File: config.mk
export PLATFORM = sky130hd
export DESIGN_NAME = mdsc_top
export DESIGN_NICKNAME = d
export VERILOG_FILES = /design/src/mdsc_pkg.sv /design/src/mdsc_stop_seq.sv /design/src/mdsc_top.sv
export SDC_FILE = /design/constraint.sdc
export NUM_CORES = 1
export LEC_CHECK = 0
export BUFFER_PORTS_ARGS = -buffer_cell sky130_fd_sc_hd__buf_4
export CAP_MARGIN = 20
export CORE_MARGIN = 2
export CORE_UTILIZATION = 41
export DETAILED_ROUTE_END_ITERATION = 7
export PLACE_DENSITY_LB_ADDON = 0.08
export SETUP_SLACK_MARGIN = 0.05
export SLEW_MARGIN = 25
export SYNTH_ARGS = -nofsm -noshare
export SYNTH_HDL_FRONTEND = slang
export SYNTH_SLANG_ARGS = --single-unit
export TNS_END_PERCENT = 100
File: constraint.sdc
create_clock -name clk_i -period 1.48 [get_ports clk_i]
set_input_delay 0.074 -clock clk_i [delete_from_list [all_inputs] [get_ports clk_i]]
set_output_delay 0.074 -clock clk_i [all_outputs]
set_load 0.005 [all_outputs]
File: src/mdsc_pkg.sv
// constants and types for the module disable and sleep control block
package mdsc_pkg;

  // ---------------------------------------------------------------
  // register map
  // ---------------------------------------------------------------
  localparam logic [31:0] MDSC_CLOCK_CONTROL_OFFSET = 32'h0000_0000;
  localparam int          MDSC_DISABLE_REQUEST_BIT  = 0;
  localparam int          MDSC_DISABLE_STATUS_BIT   = 1;
  localparam int          MDSC_SLEEP_IGNORE_BIT     = 3;
  localparam logic        MDSC_DISABLE_REQUEST_RST  = 1'b0;
  localparam logic        MDSC_SLEEP_IGNORE_RST     = 1'b0;

  // ---------------------------------------------------------------
  // bus answers
  // ---------------------------------------------------------------
  localparam logic [1:0] MDSC_RESP_OKAY   = 2'h0;
  localparam logic [1:0] MDSC_RESP_SLVERR = 2'h2;

  // ---------------------------------------------------------------
  // timing
  // ---------------------------------------------------------------
  localparam int MDSC_CLK_PERIOD_NS = 50;
  localparam int MDSC_DRAIN_TIME_NS = 200;
  localparam int MDSC_DRAIN_CYCLES  =
    (MDSC_DRAIN_TIME_NS + MDSC_CLK_PERIOD_NS - 1) / MDSC_CLK_PERIOD_NS;
  localparam logic [3:0] MDSC_DRAIN_LAST = 4'(MDSC_DRAIN_CYCLES - 1);

  // ---------------------------------------------------------------
  // types
  // ---------------------------------------------------------------
  typedef enum { MDSC_VAR_FULL, MDSC_VAR_NONE, MDSC_VAR_STORAGE } mdsc_variant_e;

  typedef struct packed {
    logic sleep_ignore;
    logic disable_status;
    logic disable_request;
  } mdsc_ctrl_s;

endpackage : mdsc_pkg

File: src/mdsc_stop_seq.sv
// functional clock stop sequencer
`timescale 1ns/1ps
`default_nettype none
module mdsc_stop_seq
  import mdsc_pkg::*;
(
  // clock and reset
  input  wire logic clk_i,
  input  wire logic srst_i,
  // control
  input  wire logic stop_i,
  // state
  output var  logic clk_en_o,
  output var  logic stopped_o
);

  typedef enum { MDSC_ST_RUN, MDSC_ST_DRAIN, MDSC_ST_STOPPED } mdsc_state_e;

  mdsc_state_e state_reg;
  mdsc_state_e state_next;
  logic [3:0]  cnt_reg;
  logic [3:0]  cnt_next;

  always_comb begin
    state_next = state_reg;
    cnt_next   = cnt_reg;
    case (state_reg)
      MDSC_ST_RUN: begin
        cnt_next = 4'h0;
        if (stop_i) begin
          state_next = MDSC_ST_DRAIN;
        end
      end
      MDSC_ST_DRAIN: begin
        // gate is off, wait for it to settle before reporting stopped
        if (!stop_i) begin
          state_next = MDSC_ST_RUN;
        end else if (cnt_reg == MDSC_DRAIN_LAST) begin
          state_next = MDSC_ST_STOPPED;
        end else begin
          cnt_next = cnt_reg + 4'h1;
        end
      end
      MDSC_ST_STOPPED: begin
        if (!stop_i) begin
          state_next = MDSC_ST_RUN;
        end
      end
      default: begin
        state_next = MDSC_ST_RUN;
      end
    endcase
  end

  always_ff @(posedge clk_i) begin
    if (srst_i) begin
      state_reg <= MDSC_ST_RUN;
      cnt_reg   <= 4'h0;
      clk_en_o  <= 1'b1;
      stopped_o <= 1'b0;
    end else begin
      state_reg <= state_next;
      cnt_reg   <= cnt_next;
      clk_en_o  <= (state_next == MDSC_ST_RUN);
      stopped_o <= (state_next == MDSC_ST_STOPPED);
    end
  end

endmodule : mdsc_stop_seq
`default_nettype wire

File: src/mdsc_top.sv
// module disable and sleep control with AXI4-Lite register access
//
// Design decisions made here: the register addresses and register access over AXI4-Lite.
`timescale 1ns/1ps
`default_nettype none
module mdsc_top
  import mdsc_pkg::*;
#(
  parameter mdsc_variant_e VARIANT = MDSC_VAR_FULL
) (
  // clock and reset
  input  wire logic        clk_i,
  input  wire logic        srst_i,
  // axi4-lite write address and data
  input  wire logic [31:0] s_axi_awaddr_i,
  input  wire logic        s_axi_awvalid_i,
  output var  logic        s_axi_awready_o,
  input  wire logic [31:0] s_axi_wdata_i,
  input  wire logic [3:0]  s_axi_wstrb_i,
  input  wire logic        s_axi_wvalid_i,
  output var  logic        s_axi_wready_o,
  // axi4-lite write response
  output var  logic [1:0]  s_axi_bresp_o,
  output var  logic        s_axi_bvalid_o,
  input  wire logic        s_axi_bready_i,
  // axi4-lite read
  input  wire logic [31:0] s_axi_araddr_i,
  input  wire logic        s_axi_arvalid_i,
  output var  logic        s_axi_arready_o,
  output var  logic [31:0] s_axi_rdata_o,
  output var  logic [1:0]  s_axi_rresp_o,
  output var  logic        s_axi_rvalid_o,
  input  wire logic        s_axi_rready_i,
  // system sleep and module clock
  input  wire logic        sleep_req_i,
  output var  logic        func_clk_en_o,
  output var  logic        sleep_o,
  output var  logic        disabled_o
);

  // ---------------------------------------------------------------
  // write channel
  // ---------------------------------------------------------------
  logic        aw_held_reg, aw_held_next;
  logic        w_held_reg, w_held_next;
  logic [31:0] awaddr_reg, awaddr_next;
  logic [31:0] wdata_reg, wdata_next;
  logic        wstrb0_reg, wstrb0_next;
  logic        bvalid_next;
  logic [1:0]  bresp_next;
  logic        wr_do;
  logic        wr_hit;

  assign wr_do  = aw_held_reg && w_held_reg && !s_axi_bvalid_o;
  assign wr_hit = (awaddr_reg == MDSC_CLOCK_CONTROL_OFFSET);

  always_comb begin
    aw_held_next = aw_held_reg;
    w_held_next  = w_held_reg;
    awaddr_next  = awaddr_reg;
    wdata_next   = wdata_reg;
    wstrb0_next  = wstrb0_reg;
    bvalid_next  = s_axi_bvalid_o;
    bresp_next   = s_axi_bresp_o;
    if (s_axi_awvalid_i && s_axi_awready_o) begin
      aw_held_next = 1'b1;
      awaddr_next  = s_axi_awaddr_i;
    end
    if (s_axi_wvalid_i && s_axi_wready_o) begin
      w_held_next = 1'b1;
      wdata_next  = s_axi_wdata_i;
      wstrb0_next = s_axi_wstrb_i[0];
    end
    if (s_axi_bvalid_o && s_axi_bready_i) begin
      bvalid_next = 1'b0;
    end
    if (wr_do) begin
      aw_held_next = 1'b0;
      w_held_next  = 1'b0;
      bvalid_next  = 1'b1;
      bresp_next   = wr_hit ? MDSC_RESP_OKAY : MDSC_RESP_SLVERR;
    end
  end

  always_ff @(posedge clk_i) begin
    if (srst_i) begin
      aw_held_reg     <= 1'b0;
      w_held_reg      <= 1'b0;
      awaddr_reg      <= 32'h0000_0000;
      wdata_reg       <= 32'h0000_0000;
      wstrb0_reg      <= 1'b0;
      s_axi_bvalid_o  <= 1'b0;
      s_axi_bresp_o   <= MDSC_RESP_OKAY;
      s_axi_awready_o <= 1'b0;
      s_axi_wready_o  <= 1'b0;
    end else begin
      aw_held_reg     <= aw_held_next;
      w_held_reg      <= w_held_next;
      awaddr_reg      <= awaddr_next;
      wdata_reg       <= wdata_next;
      wstrb0_reg      <= wstrb0_next;
      s_axi_bvalid_o  <= bvalid_next;
      s_axi_bresp_o   <= bresp_next;
      s_axi_awready_o <= !aw_held_next && !bvalid_next;
      s_axi_wready_o  <= !w_held_next && !bvalid_next;
    end
  end

  // ---------------------------------------------------------------
  // control register
  // ---------------------------------------------------------------
  mdsc_ctrl_s ctrl_reg, ctrl_next;
  logic       stopped;
  logic       ign_eff;
  logic       sleep_act;
  logic       stop_req;

  // only the full variant lets the ignore bit steer sleep
  assign ign_eff   = (VARIANT == MDSC_VAR_FULL) && ctrl_reg.sleep_ignore;
  assign sleep_act = sleep_req_i && !ign_eff;
  assign stop_req  = ctrl_reg.disable_request || sleep_act;

  always_comb begin
    ctrl_next = ctrl_reg;
    if (wr_do && wr_hit && wstrb0_reg) begin
      ctrl_next.disable_request = wdata_reg[MDSC_DISABLE_REQUEST_BIT];
      if (VARIANT != MDSC_VAR_NONE) begin
        ctrl_next.sleep_ignore = wdata_reg[MDSC_SLEEP_IGNORE_BIT];
      end
    end
    // status follows the stopped clock while disable is requested, never the written status bit
    ctrl_next.disable_status = stopped && ctrl_reg.disable_request;
  end

  always_ff @(posedge clk_i) begin
    if (srst_i) begin
      ctrl_reg.disable_request <= MDSC_DISABLE_REQUEST_RST;
      ctrl_reg.disable_status  <= 1'b0;
      ctrl_reg.sleep_ignore    <= MDSC_SLEEP_IGNORE_RST;
      disabled_o               <= 1'b0;
      sleep_o                  <= 1'b0;
    end else begin
      ctrl_reg   <= ctrl_next;
      disabled_o <= ctrl_next.disable_status;
      sleep_o    <= stopped && sleep_act && !ctrl_reg.disable_request;
    end
  end

  mdsc_stop_seq u_stop_seq (
    .clk_i     (clk_i),
    .srst_i    (srst_i),
    .stop_i    (stop_req),
    .clk_en_o  (func_clk_en_o),
    .stopped_o (stopped)
  );

  // ---------------------------------------------------------------
  // read channel
  // ---------------------------------------------------------------
  logic [31:0] rdata_next;
  logic [1:0]  rresp_next;
  logic        rvalid_next;
  logic [31:0] rd_word;

  always_comb begin
    rd_word = 32'h0000_0000;
    rd_word[MDSC_DISABLE_REQUEST_BIT] = ctrl_reg.disable_request;
    rd_word[MDSC_DISABLE_STATUS_BIT]  = ctrl_reg.disable_status;
    rd_word[MDSC_SLEEP_IGNORE_BIT]    = (VARIANT != MDSC_VAR_NONE) && ctrl_reg.sleep_ignore;
    rdata_next  = s_axi_rdata_o;
    rresp_next  = s_axi_rresp_o;
    rvalid_next = s_axi_rvalid_o;
    if (s_axi_rvalid_o && s_axi_rready_i) begin
      rvalid_next = 1'b0;
    end
    if (s_axi_arvalid_i && s_axi_arready_o) begin
      rvalid_next = 1'b1;
      if (s_axi_araddr_i == MDSC_CLOCK_CONTROL_OFFSET) begin
        rdata_next = rd_word;
        rresp_next = MDSC_RESP_OKAY;
      end else begin
        rdata_next = 32'h0000_0000;
        rresp_next = MDSC_RESP_SLVERR;
      end
    end
  end

  always_ff @(posedge clk_i) begin
    if (srst_i) begin
      s_axi_rdata_o   <= 32'h0000_0000;
      s_axi_rresp_o   <= MDSC_RESP_OKAY;
      s_axi_rvalid_o  <= 1'b0;
      s_axi_arready_o <= 1'b0;
    end else begin
      s_axi_rdata_o   <= rdata_next;
      s_axi_rresp_o   <= rresp_next;
      s_axi_rvalid_o  <= rvalid_next;
      s_axi_arready_o <= !rvalid_next;
    end
  end

  // ---------------------------------------------------------------
  // assertions
  // ---------------------------------------------------------------
  property p_req_write;
    @(posedge clk_i) disable iff (srst_i)
      (wr_do && wr_hit && wstrb0_reg) |=>
        ctrl_reg.disable_request == $past(wdata_reg[MDSC_DISABLE_REQUEST_BIT]);
  endproperty
  a_req_write: assert property (p_req_write) else $error("disable request not stored");

  property p_status_clock_off;
    @(posedge clk_i) disable iff (srst_i)
      ctrl_reg.disable_status |-> !func_clk_en_o && $past(ctrl_reg.disable_request);
  endproperty
  a_status_clock_off: assert property (p_status_clock_off) else $error("status set with clock on");

  property p_sleep_obeyed;
    @(posedge clk_i) disable iff (srst_i)
      (sleep_req_i && !ign_eff && !ctrl_reg.disable_request)[*8] |-> sleep_o && !func_clk_en_o;
  endproperty
  a_sleep_obeyed: assert property (p_sleep_obeyed) else $error("sleep request not obeyed");

  property p_sleep_ignored;
    @(posedge clk_i) disable iff (srst_i)
      (ctrl_reg.sleep_ignore && !ctrl_reg.disable_request)[*3] |->
        (VARIANT != MDSC_VAR_FULL) || (!sleep_o && func_clk_en_o);
  endproperty
  a_sleep_ignored: assert property (p_sleep_ignored) else $error("sleep entered while ignored");

  property p_none_reads_zero;
    @(posedge clk_i) disable iff (srst_i)
      (s_axi_rvalid_o && VARIANT == MDSC_VAR_NONE) |-> !s_axi_rdata_o[MDSC_SLEEP_IGNORE_BIT];
  endproperty
  a_none_reads_zero: assert property (p_none_reads_zero) else $error("absent ignore bit reads one");

  property p_storage_no_effect;
    @(posedge clk_i) disable iff (srst_i)
      (VARIANT == MDSC_VAR_STORAGE && ctrl_reg.sleep_ignore && sleep_req_i
        && !ctrl_reg.disable_request)[*8] |-> sleep_o;
  endproperty
  a_storage_no_effect: assert property (p_storage_no_effect) else $error("stored bit blocked sleep");

  property p_disable_early;
    @(posedge clk_i) disable iff (srst_i)
      $rose(ctrl_reg.disable_request) |-> !ctrl_reg.disable_status;
  endproperty
  a_disable_early: assert property (p_disable_early) else $error("disable status early");

  property p_disable_done;
    @(posedge clk_i) disable iff (srst_i)
      $rose(ctrl_reg.disable_request) ##1 ctrl_reg.disable_request [*6] |=>
        ctrl_reg.disable_status;
  endproperty
  a_disable_done: assert property (p_disable_done) else $error("disable status late");

  property p_enable_back;
    @(posedge clk_i) disable iff (srst_i)
      $fell(ctrl_reg.disable_request) && !sleep_act |=> func_clk_en_o ##1 !ctrl_reg.disable_status;
  endproperty
  a_enable_back: assert property (p_enable_back) else $error("clock not restored");

  c_disable: cover property (@(posedge clk_i) disable iff (srst_i) $rose(disabled_o));
  c_sleep: cover property (@(posedge clk_i) disable iff (srst_i) $rose(sleep_o));
  c_bad_addr: cover property (@(posedge clk_i) disable iff (srst_i)
    s_axi_rvalid_o && s_axi_rresp_o == MDSC_RESP_SLVERR);

endmodule : mdsc_top
`default_nettype wire

==> summary.md <==
| Metric | Value |
|---|---|
| Final ANT Viol Nets | `0` |
| Yosys reg bits | `89` |
| Initial antenna violation count | `0` |
| Vias in the first global route | `~2600` |
| Die area | `8436 um^2` |
| Row count | `32` |
| Antenna fix cells | `0` |
| Pwr dens | `~1100 nW/um^2` |
| Xor/xnor share of the synthesized area | `0` |
| # IOs | `~150` |
| Pre-Repair DR Iteration Count | `6` |
| Cell family with most CP delay | `simple AND/OR/NAND/NOR gates` |
| Vias | `between 2000 and 3000` |
| Mux share of post-synthesis cell area | `0.009490` |
| Hold/Removal Path Class | `primary input to register` |
| Main combinational cell family by area after synthesis | `simple AND/OR/NAND/NOR gates` |
| Fin crit share | `1.083` |
| Synth top area share | `0.5631` |
| Share of cells above drive strength 1 | `0.2784` |
| CTS Buffer Depth | `2` |
| Nets | `a little over 600` |
| Starting Density | `0.4160` |
| Multi-input logic area | `~1500 um^2` |
| Skew final | `between 10 and 15 ps` |
| Final worst slack | `-122.5 ps` |
| Pleak | `1.961 nW` |
| Synth Instances | `350` |
| CTS clock-pin slew for the worst setup and hold paths | `around 80 ps` |
| CTS tree | `done` |
| Synthesis Warnings | `0` |
| # clock sinks | `slightly below 90` |
| Gr usage total | `0.1639` |
| First-pass GRT wire length | `around 11000 um` |
| Crit. End Element | `register` |
| Critical-path cell list | `nor4_2 -> nand2_1 -> nor4_4 -> and3_4 -> mux2i_1` |
| Distinct cells, synth | `34` |
| Slowest CP cell | `dfxtp_2` |
| Final WL | `approximately 6800 um` |
| Filler Cell Count | `approximately 650` |
| Core region area | `approximately 7600 um^2` |
| Max Fclk | `approximately 0.62 GHz` |
| Die Wd | `between 90 and 100 um` |
| Max_cap viols | `0` |
| Switching Power | `approximately 0.0011 W` |
| Post-DP HPWL | `between 4000 and 5000 um` |
| RSZ-0062 raised after global routing | `yes` |
| Pre-CTS setup slack | `-139.2 ps` |
| FF+latch area | `1788 um^2` |
| Reg power frac | `0.515` |
| Status | `complete, but fails checks` |
| Simple-Gate Fraction of Synth Area | `0.2424` |
| Compound-cell area share of the yosys netlist | `0.08936` |
| Fin Setup TNS | `-234.8 ps` |
| Skew-Pair Late Insertion Delay | `around 350 ps` |
| Mapped Area | `3164 um^2` |
| Area leader, netlist | `dfxtp_1` |
| Clk Tree Root Cell | `clkbuf_8` |
| Syn_area_per_cell | `~9.0 um^2` |
| Drc violations | `0` |
| Failing checks | `negative setup slack` |
| Max incr delay on CP | `between 300 and 400 ps` |
| Congestion Overflow GR | `0` |
| Fraction of the mapped netlist area in adder cells | `0.003954` |
| Fin. Hold Viols | `0` |
| Die height | `about 92 um` |
| Synth-to-Final Area Change | `49.03%` |
| CP Buf/Inv Count | `0` |
| Clock share of power | `0.380` |
| Int Pwr | `slightly below 0.004 W` |
| Critical path required time | `1750 ps` |
| Worst VDD drop | `0.5973 mV` |
| WS Path Type | `register to register` |
| Pins over their slew limit | `0` |
| Largest net degree at the start of global routing | `33` |
| PortBufs | `87` |
| Post-synthesis sequential area ratio | `0.5631` |
| Worst-path fanout max | `2` |
| Fin util | `0.6199` |
| H-tree depth | `3` |
| CP arrival | `between 1500 and 2000 ps` |
| Num CTS Buffers | `9` |
| Detailed Route Iter0 Violations | `64` |
| Via/cell ratio | `4.464` |
| Global placement routability congestion | `about 0.75` |
| Synth top area cells | `dfxtp_1 56%, nand2_1 9.6%, buf_4 7.4%` |
| Final setup violation count | `2` |
| Crit path time final | `around 1600 ps` |
| Sw Ratio | `0.2283` |
| Critical Path Start Type | `register` |
| Power share of the combinational group | `0.105` |
| WL per Instance | `between 10 and 15 um` |
==> final timing paths <==
| path | depth (start not counted) | to | from | slack, ps |
|---|---|---|---|---|
| setup / recovery | 5 | ctrl_reg[0] | awaddr_reg[3] | -120 |
| hold / removal | 3 | wdata_reg[0] | s_axi_wdata_i[0] | 20 |
| setup reg to reg | 5 | ctrl_reg[0] | awaddr_reg[3] | -120 |
| hold reg to reg | 1 | s_axi_awready_o | aw_held_reg | 440 |
==> cells in the final DEF (no fill, tap or decap), drive strengths merged, types with 4 or more instances in the layout <==
master	count
a21oi	43
dlygate4sd3	34
nand2	81
nor2	11
nand3	5
nor4	25
conb	61
clkbuf	11
nand4	5
o21ai	7
nor3	4
buf	95
and2	6
dfxtp	89
nand2b	6
==> power groups by stage <==
stage               clock network (W)  logic [W]  registers [W]
global route                  0.00203   0.000586        0.00259
finish                        0.00190   0.000526        0.00258
global placement                    0   0.000410        0.00260
detailed placement                  0   0.000416        0.00261
CTS                           0.00194   0.000501        0.00256
floorplan                           0   0.000253        0.00259
==> worst reg2reg max path, delay by kind of cell, from the launching register on <==
| family | cells | cell delay [ps] |
|---|---|---|
| AND/OR/NAND/NOR | 4 | 1030 |
| multiplexers | 1 | 170 |
| flip-flops | 1 | 340 |
==> through the flow <==
stage / area (um^2) / std cells / total power, W / hold WS, ps
floorplan: 3390 / 410 / 0.002848 / 195.3
global placement: 3949 / 561 / 0.003014 / 322.6
detailed placement: 3949 / 561 / 0.003022 / 332.7
CTS: 4608 / 611 / 0.005003 / 1.868
global route: 4716 / 612 / 0.005209 / 2.781
finish: 4716 / 612 / 0.005001 / 24.27
==> synthesized netlist by cell type <==
cell	number
a211oi_1	1
a21oi_1	43
a22o_1	1
and2_1	5
and2_2	1
and3_1	1
and3b_1	2
buf_1	4
buf_2	1
buf_4	31
clkbuf_1	9
conb_1	1
dfxtp_1	89
ha_1	1
mux2i_1	3
nand2_1	81
nand2b_1	6
nand3_1	5
nand3b_1	1
nand4_1	5
nand4b_1	1
nor2_1	10
nor2_2	1
nor2b_1	2
nor3_1	4
nor3b_1	3
nor4_1	25
nor4bb_1	1
o2111ai_1	1
o21a_1	1
o21ai_0	7
or2_2	1
or4_1	1
or4_4	1
==> cells by family (layout without fill, tap and decap cells) <==
kind of cell,after synthesis,count (layout)
compound gates,54,54
other cells,1,61
simple gates,157,157
mux,3,3
flops,89,89
fa+ha+maj,1,1
buf+inv,45,145
==> cell type report <==
class,count,share of cell area
Sequential cell,89,0.3791
Multi-Input combinational cell,276,0.3173
Timing Repair Buffer,129,0.2261
Clock buffer,11,0.03210
Tap cell,102,0.02706
Clock inverter,5,0.01831
==> per-layer routing <==
metal	wire length, um	global-route usage	share of wire
met5	0	0	0
met4	106	0.06965	0.016
met3	298	0.03533	0.044
met2	3379	0.2770	0.50
met1	2996	0.2022	0.44
==> what timing repair did <==
action                                  in CTS  in global routing
hold endpoints to repair                    34                  0
pin swaps                                   12                 10
buffers inserted                             0                  1
hold buffers                                34                  0
gates resized for setup                     18                 21
endpoints found under the setup margin       9                 10
Power figures use the tool's default switching activity.
